[src/design/ntsr_pkg.sv]
// Package for the target status and transmit length register bank.
// Assumes an 8-bit register port with one-cycle read latency.
package ntsr_pkg;
	// Register addresses
	localparam logic [7:0] ADDR_TARGET_STATE = 8'h21;
	localparam logic [7:0] ADDR_TX_LEN_HIGH  = 8'h22;
	localparam logic [7:0] ADDR_TX_LEN_LOW   = 8'h23;
	localparam logic [7:0] ADDR_RATE_TIMER   = 8'h24;
	localparam logic [7:0] ADDR_CONV_RESULT  = 8'h25;
	// Reset values
	localparam logic [7:0] TX_LEN_HIGH_RST = 8'h00;
	localparam logic [7:0] TX_LEN_LOW_RST  = 8'h00;
	// Field positions
	localparam int RESID_LSB     = 0;
	localparam int RESID_W       = 3;
	localparam int LOWCNT_LSB    = 3;
	localparam int RATE_LSB      = 4;
	localparam int TIMER_FON_POS = 3;
	localparam int TIMER_GPT_POS = 2;
	localparam int TIMER_NRT_POS = 1;
	localparam int TIMER_MRT_POS = 0;
	localparam logic [12:0] TX_BYTES_MAX = 13'h1fff;
	// Target state codes
	typedef enum logic [3:0] {
		ST_POWER_OFF = 4'b0000,
		ST_IDLE      = 4'b0001,
		ST_READY_L1  = 4'b0010,
		ST_READY_L2  = 4'b0011,
		ST_ACTIVE    = 4'b0101,
		ST_HALT      = 4'b1001,
		ST_READY_L1S = 4'b1010,
		ST_READY_L2S = 4'b1011,
		ST_ACTIVE_S  = 4'b1101
	} ntsr_state_t;
endpackage : ntsr_pkg

[src/design/ntsr_byte_reg.sv]
// One 8-bit capture register with a load enable.
// Assumes a single synchronous active-low reset.
`timescale 1ns/1ps
`default_nettype none
module ntsr_byte_reg (
	// Clock and reset
	input  wire logic       ref_clk,
	input  wire logic       rstn,
	// Load
	input  wire logic       load,
	input  wire logic [7:0] din,
	input  wire logic [7:0] rst_val,
	// Held value
	output logic      [7:0] q_ff
);
	// Capture on load, hold otherwise
	always_ff @(posedge ref_clk) begin
		if (!rstn) begin
			q_ff <= rst_val;
		end else if (load) begin
			q_ff <= din;
		end
	end
endmodule : ntsr_byte_reg
`default_nettype wire

[src/design/ntsr_regs.sv]
// Target status and transmit length register bank.
// Assumes host strobes synchronous to ref_clk, one at a time, and
// core status inputs synchronous to ref_clk.
// Notes on behaviour
// - Target state is shown as a 4-bit code in the low bits of the state register.
// - A 13-bit full-byte count is held, high eight bits in one register, low five in bits 7..3 of the next.
// - Bits 2..0 of the second length register count extra bits after the last byte; zero means whole bytes.
// - Residual bits are sent starting from the least significant bit.
// - Residual bits apply to bit-oriented anticollision frames with a split last byte.
// - In type A mode, a frame with residual bits is sent without parity generation.
// - Anticollision on, card idle and residual count nonzero raise parity error on a REQA or WUPA command.
// - Short frames work only for type A or B started with transmit-without-CRC.
// - Bits 5..4 show the detected bit rate in rate-detection target mode.
// - Timer running flags sit at bits 3..0: field-on wait, general, no-response, mask-receive.
// - The last completed conversion result is held until the next replaces it.
`timescale 1ns/1ps
`default_nettype none
module ntsr_regs (
	// Clock and reset
	input  wire logic                 ref_clk,
	input  wire logic                 rstn,
	// Register port
	input  wire logic [7:0]           addr,
	input  wire logic [7:0]           wdata,
	input  wire logic                 wr_stb,
	input  wire logic                 rd_stb,
	output logic      [7:0]           rdata_ff,
	// Core status
	input  wire ntsr_pkg::ntsr_state_t target_state,
	input  wire logic [1:0]           detected_rate,
	input  wire logic                 rate_detect_mode,
	input  wire logic                 field_on_wait_timer_running,
	input  wire logic                 gp_timer_running,
	input  wire logic                 no_resp_timer_running,
	input  wire logic                 mask_rx_timer_running,
	input  wire logic [7:0]           conv_data,
	input  wire logic                 conv_done,
	// Transmit control
	input  wire logic                 iso_a_mode,
	input  wire logic                 iso_b_mode,
	input  wire logic                 tx_no_crc_cmd,
	input  wire logic                 reqa_wupa_cmd,
	input  wire logic                 anticollision_enable,
	output logic      [12:0]          tx_bytes_ff,
	output logic      [2:0]           tx_resid_bits_ff,
	output logic                      tx_parity_off_ff,
	output logic                      tx_lsb_first_ff,
	output logic                      tx_short_ok_ff,
	output logic                      host_handles_cmds_ff,
	output logic                      parity_err_ff
);
	import ntsr_pkg::*;

	typedef struct packed {
		logic [7:0]  rdata;
		logic [12:0] tx_bytes;
		logic [2:0]  resid;
		logic        par_off;
		logic        lsb_first;
		logic        short_ok;
		logic        host_cmds;
		logic        par_err;
		logic [1:0]  rate;
	} ntsr_st_t;

	ntsr_st_t   st_ff;
	ntsr_st_t   nxt_st;
	logic [7:0] conv_ff;
	logic [7:0] len_high;
	logic [7:0] len_low;

	// Conversion result capture, held until the next completion
	ntsr_byte_reg u_conv (
		.ref_clk (ref_clk),
		.rstn    (rstn),
		.load    (conv_done),
		.din     (conv_data),
		.rst_val (8'h00),
		.q_ff    (conv_ff)
	);

	// Length registers as bytes for readback
	assign len_high = st_ff.tx_bytes[12:5];
	assign len_low  = {st_ff.tx_bytes[4:0], st_ff.resid};

	// Next state
	always_comb begin
		nxt_st = st_ff;
		nxt_st.rdata = 8'h00;
		// Writes reach only the length pair; other addresses ignore them
		if (wr_stb && addr == ADDR_TX_LEN_HIGH) begin
			nxt_st.tx_bytes[12:5] = wdata;
		end else if (wr_stb && addr == ADDR_TX_LEN_LOW) begin
			nxt_st.tx_bytes[4:0] = wdata[7:LOWCNT_LSB];
			nxt_st.resid = wdata[RESID_W-1:RESID_LSB];
		end
		// Rate field is refreshed only in rate-detection mode
		if (rate_detect_mode) begin
			nxt_st.rate = detected_rate;
		end
		// Read decode, reserved bits zero
		if (rd_stb && addr == ADDR_TARGET_STATE) begin
			nxt_st.rdata = {4'h0, target_state};
		end else if (rd_stb && addr == ADDR_TX_LEN_HIGH) begin
			nxt_st.rdata = len_high;
		end else if (rd_stb && addr == ADDR_TX_LEN_LOW) begin
			nxt_st.rdata = len_low;
		end else if (rd_stb && addr == ADDR_RATE_TIMER) begin
			nxt_st.rdata = {2'b00, st_ff.rate, field_on_wait_timer_running, gp_timer_running,
				no_resp_timer_running, mask_rx_timer_running};
		end else if (rd_stb && addr == ADDR_CONV_RESULT) begin
			nxt_st.rdata = conv_ff;
		end
		// Residual framing: LSB first, no parity only in type A, anticollision parity error
		nxt_st.lsb_first = (st_ff.resid != 3'b000);
		nxt_st.par_off = iso_a_mode && (st_ff.resid != 3'b000);
		nxt_st.short_ok = (iso_a_mode || iso_b_mode) && tx_no_crc_cmd;
		nxt_st.host_cmds = (target_state == ST_ACTIVE) || (target_state == ST_ACTIVE_S);
		nxt_st.par_err = anticollision_enable && (target_state == ST_IDLE)
			&& (st_ff.resid != 3'b000) && reqa_wupa_cmd;
	end

	// State register
	always_ff @(posedge ref_clk) begin
		if (!rstn) begin
			st_ff <= '0;
			st_ff.tx_bytes <= {TX_LEN_HIGH_RST, TX_LEN_LOW_RST[7:3]};
			st_ff.resid <= TX_LEN_LOW_RST[2:0];
		end else begin
			st_ff <= nxt_st;
		end
	end

	// Outputs
	assign rdata_ff             = st_ff.rdata;
	assign tx_bytes_ff          = st_ff.tx_bytes;
	assign tx_resid_bits_ff     = st_ff.resid;
	assign tx_parity_off_ff     = st_ff.par_off;
	assign tx_lsb_first_ff      = st_ff.lsb_first;
	assign tx_short_ok_ff       = st_ff.short_ok;
	assign host_handles_cmds_ff = st_ff.host_cmds;
	assign parity_err_ff        = st_ff.par_err;

	// Checks
	a_len_high_write: assert property (@(posedge ref_clk) disable iff (!rstn)
		wr_stb && addr == ADDR_TX_LEN_HIGH |=> tx_bytes_ff[12:5] == $past(wdata))
		else $error("length high write lost");
	a_len_low_write: assert property (@(posedge ref_clk) disable iff (!rstn)
		wr_stb && addr == ADDR_TX_LEN_LOW |=> tx_bytes_ff[4:0] == $past(wdata[7:3]))
		else $error("length low write lost");
	a_resid_write: assert property (@(posedge ref_clk) disable iff (!rstn)
		wr_stb && addr == ADDR_TX_LEN_LOW |=> tx_resid_bits_ff == $past(wdata[2:0]))
		else $error("residual count write lost");
	a_state_read: assert property (@(posedge ref_clk) disable iff (!rstn)
		rd_stb && addr == ADDR_TARGET_STATE |=> rdata_ff == {4'h0, $past(target_state)})
		else $error("state read wrong");
	a_timer_read: assert property (@(posedge ref_clk) disable iff (!rstn)
		rd_stb && addr == ADDR_RATE_TIMER |=> rdata_ff[7:6] == 2'b00
		&& rdata_ff[3] == $past(field_on_wait_timer_running))
		else $error("timer flags wrong");
	a_conv_hold: assert property (@(posedge ref_clk) disable iff (!rstn)
		conv_done ##1 !conv_done ##1 (rd_stb && addr == ADDR_CONV_RESULT && !conv_done)
		|=> rdata_ff == $past(conv_data, 3))
		else $error("conversion result wrong");
	a_parity_off: assert property (@(posedge ref_clk) disable iff (!rstn)
		iso_a_mode && tx_resid_bits_ff != 3'b000 |=> tx_parity_off_ff)
		else $error("parity not off");
	a_parity_err: assert property (@(posedge ref_clk) disable iff (!rstn)
		anticollision_enable && target_state == ST_IDLE && tx_resid_bits_ff != 3'b000
		&& reqa_wupa_cmd |=> parity_err_ff)
		else $error("parity error missed");
	a_host_cmds: assert property (@(posedge ref_clk) disable iff (!rstn)
		target_state == ST_ACTIVE_S |=> host_handles_cmds_ff)
		else $error("host command flag missed");
	a_short_frame: assert property (@(posedge ref_clk) disable iff (!rstn)
		!tx_no_crc_cmd |=> !tx_short_ok_ff)
		else $error("short frame without no-crc command");
	a_ro_write: assert property (@(posedge ref_clk) disable iff (!rstn)
		wr_stb && addr == ADDR_CONV_RESULT |=> $stable(tx_bytes_ff))
		else $error("read-only write had effect");
	a_lsb_first: assert property (@(posedge ref_clk) disable iff (!rstn)
		tx_resid_bits_ff != 3'b000 |=> tx_lsb_first_ff)
		else $error("lsb first missed");
	a_rate_field: assert property (@(posedge ref_clk) disable iff (!rstn)
		rate_detect_mode ##1 !rate_detect_mode ##1 (rd_stb && addr == ADDR_RATE_TIMER && !rate_detect_mode)
		|=> rdata_ff[5:4] == $past(detected_rate, 3))
		else $error("rate field wrong");
	c_resid_frame: cover property (@(posedge ref_clk) disable iff (!rstn) tx_parity_off_ff);
	c_par_err: cover property (@(posedge ref_clk) disable iff (!rstn) parity_err_ff);
	c_conv_read: cover property (@(posedge ref_clk) disable iff (!rstn)
		conv_done ##2 rd_stb && addr == ADDR_CONV_RESULT);
	c_len_write: cover property (@(posedge ref_clk) disable iff (!rstn)
		wr_stb && addr == ADDR_TX_LEN_LOW ##1 rd_stb && addr == ADDR_TX_LEN_LOW);
endmodule : ntsr_regs
`default_nettype wire

[config.mk]
export PLATFORM = sky130hd
export DESIGN_NAME = ntsr_regs
export DESIGN_NICKNAME = d
export VERILOG_FILES = /design/src/design/ntsr_pkg.sv /design/src/design/ntsr_byte_reg.sv /design/src/design/ntsr_regs.sv
export SDC_FILE = /design/constraint.sdc
export NUM_CORES = 1
export LEC_CHECK = 0
export ABC_AREA = 0
export BUFFER_PORTS_ARGS = -buffer_cell sky130_fd_sc_hd__buf_2
export CORE_MARGIN = 2
export CORE_UTILIZATION = 25
export DETAILED_ROUTE_END_ITERATION = 16
export PLACE_DENSITY_LB_ADDON = 0.05
export SLEW_MARGIN = 20
export SYNTH_ARGS = -nofsm -noshare
export SYNTH_HDL_FRONTEND = slang
export SYNTH_HIERARCHICAL = 1
export SYNTH_SLANG_ARGS = --single-unit
[constraint.sdc]
create_clock -name ref_clk -period 1.47 [get_ports ref_clk]
set_input_delay 0.147 -clock ref_clk [delete_from_list [all_inputs] [get_ports ref_clk]]
set_output_delay 0.147 -clock ref_clk [all_outputs]
set_load 0.05 [all_outputs]
==> results.tsv, run 1 <==
stage	metric	value	unit
power_and_ir_drop	Final Power	2420	uW
hold_path	Hold WC Path Type	primary input to flip-flop	
synthesis	syn_area_per_cell	10.5	sq um
global_routing	vias in the first global route	1662	
floorplanning	full die area	9200	sq um
synthesis	yosys warns	6	
worst_setup_path	R2R Path Start	u_conv/q_ff[3]	
final_layout	final net count	316	
route	DRT Pass-1 Iters	4	
floorplanning	FP Rows	33	
synthesis	sequential fraction of the synthesis area	0.408	
synthesis	Synth Cell Area	2110	sq um
route	antenna viol nets, final	0	
floorplanning	Initial Util	0.257	
place	GP Congestion	0.764	
run	max cap viols	0	
global_routing	Overflow after GRT	0	
clock_tree	TritonCTS clock tree	built	
power_and_ir_drop	Pleak	0.00114	uW
status	outcome	finished, final reports clean	
place	Post-Place Worst Slack	-0.0115	ns
hold_path	Hold Path End	parity_err_ff	
global_routing	largest net degree at the start of global routing	19	
synthesis	Syn Inst Count	202	
final_layout	area grow syn2layout	25.9	%
worst_setup_path	crit-path max cell delay	0.54	ns
final_layout	Multi-input gate area	967	sq um
hold_path	hold path depth	2	
timing	Setup Skew	0.00839	ns
clock_tree	H-tree depth	2	
clock_tree	Longest Clk Path Bufs	2	
timing	RSZ-0062 raised after global routing	no	
timing	setup_tns	0	ns
synthesis	Post-synth ARST share	0	
clock_tree	Clk Latency, worst-skew pair	0.29	ns
final_layout	Register Area	861	sq um
clock_tree	clock sink total	39	
worst_setup_path	CP max-delay cell	or4b_1	
clock_tree	Clock Tree Root	clkbuf_8	
worst_setup_path	crit path cell chain	buf_2 > or4b_1 > buf_4 > o31ai_1 > a21oi_1	
final_layout	commonest non-fill, non-tap cell in the layout	buf_2	
worst_setup_path	R2R Path End	rdata_ff[3]	
final_layout	Final Cell Area	2660	sq um
floorplanning	DIE HEIGHT	95.9	um
timing	Tcrit/Tclk final	0.798	
route	Post-route DRC	0	
place	DP HPWL	4640	um
route	average wire per standard cell	15.3	um
hold_path	worst hold start	target_state[3]	
floorplanning	core area	8220	sq um
worst_setup_path	Worst Reg-to-Reg Cells	2	
worst_setup_path	Reg2Reg Setup Slack	0.40	ns
final_layout	share of cells above drive strength 1	0.441	
route	Routed Wire Length	5760	um
worst_setup_path	WP depth	5	
global_routing	first-pass GRT wire length	9000	um
synthesis	Unique masters post-synth	39	
clock_tree	cts bufs inserted	5	
worst_setup_path	CP Launch Type	primary input	
timing	Fin. Hold Viols	0	
synthesis	FF+latch count, synth	39	
route	DRT iter0 DRCs	60	
clock_tree	post-CTS resize count	0	
timing	fin crit period	1.17	ns
worst_setup_path	crit end category	flip-flop	
place	placed cell area	2530	sq um
worst_setup_path	CP max FO	9	
worst_setup_path	Setup CP Type	primary input to flip-flop	
power_and_ir_drop	PD cells	908	nW/um^2
timing	final setup violation count	0	
clock_tree	Setup Fix Bufs, Post-CTS	0	
final_layout	most frequent cells in the layout	buf_2 (73), dfxtp_1 (31), buf_4 (22), nand4_1 (16), a21oi_1 (16)	
timing	Hold WS	0.0407	ns
floorplanning	die width	95.9	um
floorplanning	Top Ports	74	
final_layout	ant diodes	0	
clock_tree	hold buffer count at cts	0	
power_and_ir_drop	maximum vdd drop	415	uV
timing	Slew Limit Fails	0	
timing	final setup margin	0.296	ns
worst_setup_path	kind of cell adding the most delay to the critical path	simple AND/OR/NAND/NOR gates	
worst_setup_path	critical path arrival	1.35	ns
final_layout	Fillers	876	
global_routing	antenna violations before repair	0	
global_routing	all-layer global routing usage	0.131	
timing	max frequency	0.852	GHz
worst_setup_path	CP Data Required Time	1.64	ns
worst_setup_path	critical path buffer and inverter count	2	
place	port bufs	73	
synthesis	number of synthesized flops with an enable pin	8	
route	Avg Vias per Cell	4.54	
synthesis	dominant synthesized flop cell	dfxtp_1	
clock_tree	CTS clk-pin slew, worst paths	0.08	ns
route	routed via count	1713	
==> flip-flops by register name (all words and copies together), names as in the netlist <==
register,flops
tx_lsb_first_ff,1
u_conv/q_ff,8
tx_parity_off_ff,1
tx_bytes_ff,13
parity_err_ff,1
tx_short_ok_ff,1
host_handles_cmds_ff,1
tx_resid_bits_ff,3
rdata_ff,8
st_ff,2
==> worst max path at each step <==
stage | start | endpoint | slack (ns)
4_1_cts | addr[3] | tx_bytes_ff[6] | 0.31
5_1_grt | addr[3] | rdata_ff[3] | 0.20
6_report | addr[3] | tx_bytes_ff[6] | 0.30
3_3_place_gp | addr[3] | tx_bytes_ff[7] | -0.008
2_1_floorplan | addr[4] | tx_resid_bits_ff[0] | 0.12
3_5_place_dp | addr[4] | tx_bytes_ff[3] | -0.01
==> cell families after synthesis <==
logic type,Yosys count,synth area share
other,1,0.00178
flip-flops,39,0.408
AO/OA/AOI/OAI,55,0.193
AND/OR/NAND/NOR,50,0.184
buffers and inverters,47,0.147
multiplexers,10,0.0664
==> worst register-to-register path: stages, from the launching register on <==
cell	delay (ns)
edfxtp_1	0.39
a222oi_1	0.40
a211oi_1	0.15
==> through the flow <==
step           std cells   util
3_5_place_dp         369  0.308
5_1_grt              377  0.324
6_report             377  0.324
2_1_floorplan        209      -
3_3_place_gp         369  0.308
4_1_cts              377  0.324
==> cell type report <==
class | count | area share
flip-flops and latches | 39 | 0.324
multi-input cells | 123 | 0.364
clock buffers | 7 | 0.0367
well taps | 105 | 0.0494
repair buffers | 96 | 0.207
inverters | 6 | 0.00847
clock inverters | 1 | 0.0113
==> power by group <==
part | leakage [uW] | switching (uW) | internal (uW)
combinational | 0.000749 | 146 | 139
clock | 0.0000636 | 380 | 610
sequential | 0.000332 | 13.6 | 1130
total | 0.00114 | 540 | 1880
==> cell usage after synthesis, types with 4 or more instances <==
cell type / n / area share
o31ai_1: 12 / 0.043
buf_4: 27 / 0.096
mux2_4: 8 / 0.057
a21oi_1: 16 / 0.038
clkbuf_1: 4 / 0.0071
o21bai_1: 6 / 0.021
buf_2: 5 / 0.012
a222oi_1: 4 / 0.019
inv_1: 4 / 0.0071
o31ai_2: 4 / 0.024
nand4_1: 16 / 0.047
edfxtp_1: 8 / 0.11
a211oi_1: 6 / 0.021
nor4bb_1: 8 / 0.038
nor2_1: 7 / 0.012
dfxtp_1: 31 / 0.29
a22oi_1: 4 / 0.014
==> metal layers <==
metal	part of all wire	GRT usage	vias up	routed length (um)
met5	0	0	-	0
met3	0.047	0.0298	4	273
met2	0.49	0.219	53	2850
met1	0.45	0.171	779	2600
li1	-	-	877	-
met4	0.0071	0.0286	0	41
(Power assumes the default switching activity.)
==> inputs of run 2 (changes only) <==
Clock period 1.47 ns to 1.1 ns, I/O delays scaled along.
==> results.tsv, run 2 (synthesis gave the netlist of run 1 again) <==
stage	metric	value	unit	change
hold_path	Hold WC Path Type	primary input to flip-flop		
global_routing	all-layer global routing usage	0.137		+0.00647
timing	Tcrit/Tclk final	1.03		
floorplanning	FP Rows	33		unchanged
place	port bufs	73		unchanged
place	DP HPWL	4800	um	+3.3%
global_routing	largest net degree at the start of global routing	19		unchanged
place	placed cell area	2680	sq um	+5.6%
run	max cap viols	0		unchanged
final_layout	area grow syn2layout	42.8	%	
timing	fin crit period	1.13	ns	
final_layout	most frequent cells in the layout	buf_2 (60), buf_4 (42), dfxtp_1 (30), nand4_1 (16), a21oi_1 (16)		
timing	Hold WS	0.0280	ns	-0.0127 ns
worst_setup_path	CP Launch Type	primary input		
route	DRT iter0 DRCs	102		+70%
final_layout	final net count	336		+6.3%
final_layout	share of cells above drive strength 1	0.534		+0.0931
route	Post-route DRC	0		unchanged
timing	RSZ-0062 raised after global routing	yes		
worst_setup_path	CP max FO	5		-4
route	Routed Wire Length	6470	um	+12%
floorplanning	full die area	9200	sq um	unchanged
route	antenna viol nets, final	0		unchanged
clock_tree	cts bufs inserted	5		unchanged
status	outcome	finished with violations		
clock_tree	CTS clk-pin slew, worst paths	0.09	ns	about the same
status	failing checks	negative setup slack		
final_layout	max reg flops	13		unchanged
timing	Fin. Hold Viols	0		unchanged
timing	final setup margin	-0.0309	ns	-0.327 ns
route	DRT Pass-1 Iters	4		unchanged
clock_tree	Clock Tree Root	clkbuf_8		
final_layout	Final Util	0.367		+0.0434
floorplanning	Top Ports	74		unchanged
final_layout	ant diodes	0		unchanged
global_routing	antenna violations before repair	0		unchanged
clock_tree	Clk Latency, worst-skew pair	0.30	ns	about the same
route	routed via count	1864		+8.8%
worst_setup_path	critical path arrival	1.31	ns	-0.04 ns
clock_tree	TritonCTS clock tree	built		
final_layout	Final Cell Area	3020	sq um	+13%
route	average wire per standard cell	16.3	um	+6.7%
timing	Setup Skew	0.0151	ns	+0.00673 ns
floorplanning	core area	8220	sq um	unchanged
final_layout	commonest non-fill, non-tap cell in the layout	buf_2		
final_layout	Fillers	851		-2.9%
timing	max frequency	0.884	GHz	
floorplanning	DIE HEIGHT	95.9	um	unchanged
timing	Slew Limit Fails	0		unchanged
clock_tree	H-tree depth	2		unchanged
power_and_ir_drop	Pleak	0.00128	uW	+12%
global_routing	Overflow after GRT	0		unchanged
timing	final setup violation count	5		+5
place	GP Congestion	0.748		-2.1%
route	Avg Vias per Cell	4.70		+3.3%
floorplanning	die width	95.9	um	unchanged
floorplanning	Initial Util	0.257		unchanged
worst_setup_path	Setup CP Type	primary input to flip-flop		
global_routing	first-pass GRT wire length	9450	um	+4.9%
power_and_ir_drop	maximum vdd drop	553	uV	+33%
worst_setup_path	Reg2Reg Setup Slack	-0.01	ns	-0.41 ns
clock_tree	clock sink total	39		unchanged
clock_tree	Longest Clk Path Bufs	2		unchanged
worst_setup_path	CP Data Required Time	1.28	ns	-0.36 ns
global_routing	vias in the first global route	1821		+9.6%
worst_setup_path	crit end category	flip-flop		
power_and_ir_drop	PD cells	1030	nW/um^2	+14%
==> run 2: changes by cell type in the layout (fill, tap and decap cells not counted), sizes merged <==
cell | previous run | this run
buf | 96 | 109
bufinv | 1 | 0
clkbuf | 7 | 11
clkinvlp | 0 | 1
dlygate4sd3 | 0 | 2
or4b | 2 | 3
==> run 2: final timing paths <==
check,endpoint,start,cells after the start
max,tx_bytes_ff[7],addr[3],5
min,tx_short_ok_ff,iso_b_mode,2
max reg2reg,rdata_ff[3],u_conv/q_ff[3],2
min reg2reg,rdata_ff[6],tx_bytes_ff[11],2
==> run 2: where the power goes <==
part / switching, uW / internal, uW
logic: 232 / 246
registers: 21.1 / 1510
clock network: 527 / 586
==> run 2: critical path, stage by stage <==
cell and delay, ns:
buf_4 0.13, or4b_4 0.58, clkbuf_16 0.18, o31ai_2 0.22, a21oi_1 0.09
==> run 2: layout make-up <==
type	instances	area [sq um]	area share
Multi-Input combinational cell	124	1110	0.369
Sequential cell	39	862	0.286
Timing Repair Buffer	115	783	0.260
Tap cell	105	131	0.0436
Clock buffer	7	97.6	0.0324
Inverter	6	22.5	0.00747
Clock inverter	1	7.51	0.00249
==> run 2: routing by layer <==
metal  global-route usage  vias to the layer above  share of wire
met5                    0                        -              0
met4               0.0357                        0          0.017
met3               0.0305                       10          0.044
met2                0.233                       45           0.49
met1                0.176                      885           0.45
li1                     -                      924              -
==> run 2: metrics by stage <==
stage / instances / total power [uW] / setup TNS (ns) / setup slack (ns)
global route: 397 / 3270 / -0.531 / -0.0770
floorplan: 209 / 1770 / -2.40 / -0.194
detailed placement: 382 / 1980 / -7.11 / -0.340
finish: 397 / 3120 / -0.0657 / -0.0309
global placement: 382 / 1980 / -7.62 / -0.358
CTS: 395 / 3120 / 0 / 0.00120
==> run 2: repair_timing <==
action                                 4_1_cts  5_1_grt
endpoints found under the hold margin        1        0
setup endpoints to repair                   13       28
hold buffers                                 2        0
setup buffers                                3        0
resized for setup                           12       28
pin swaps                                    1        8
cloned                                       0        2
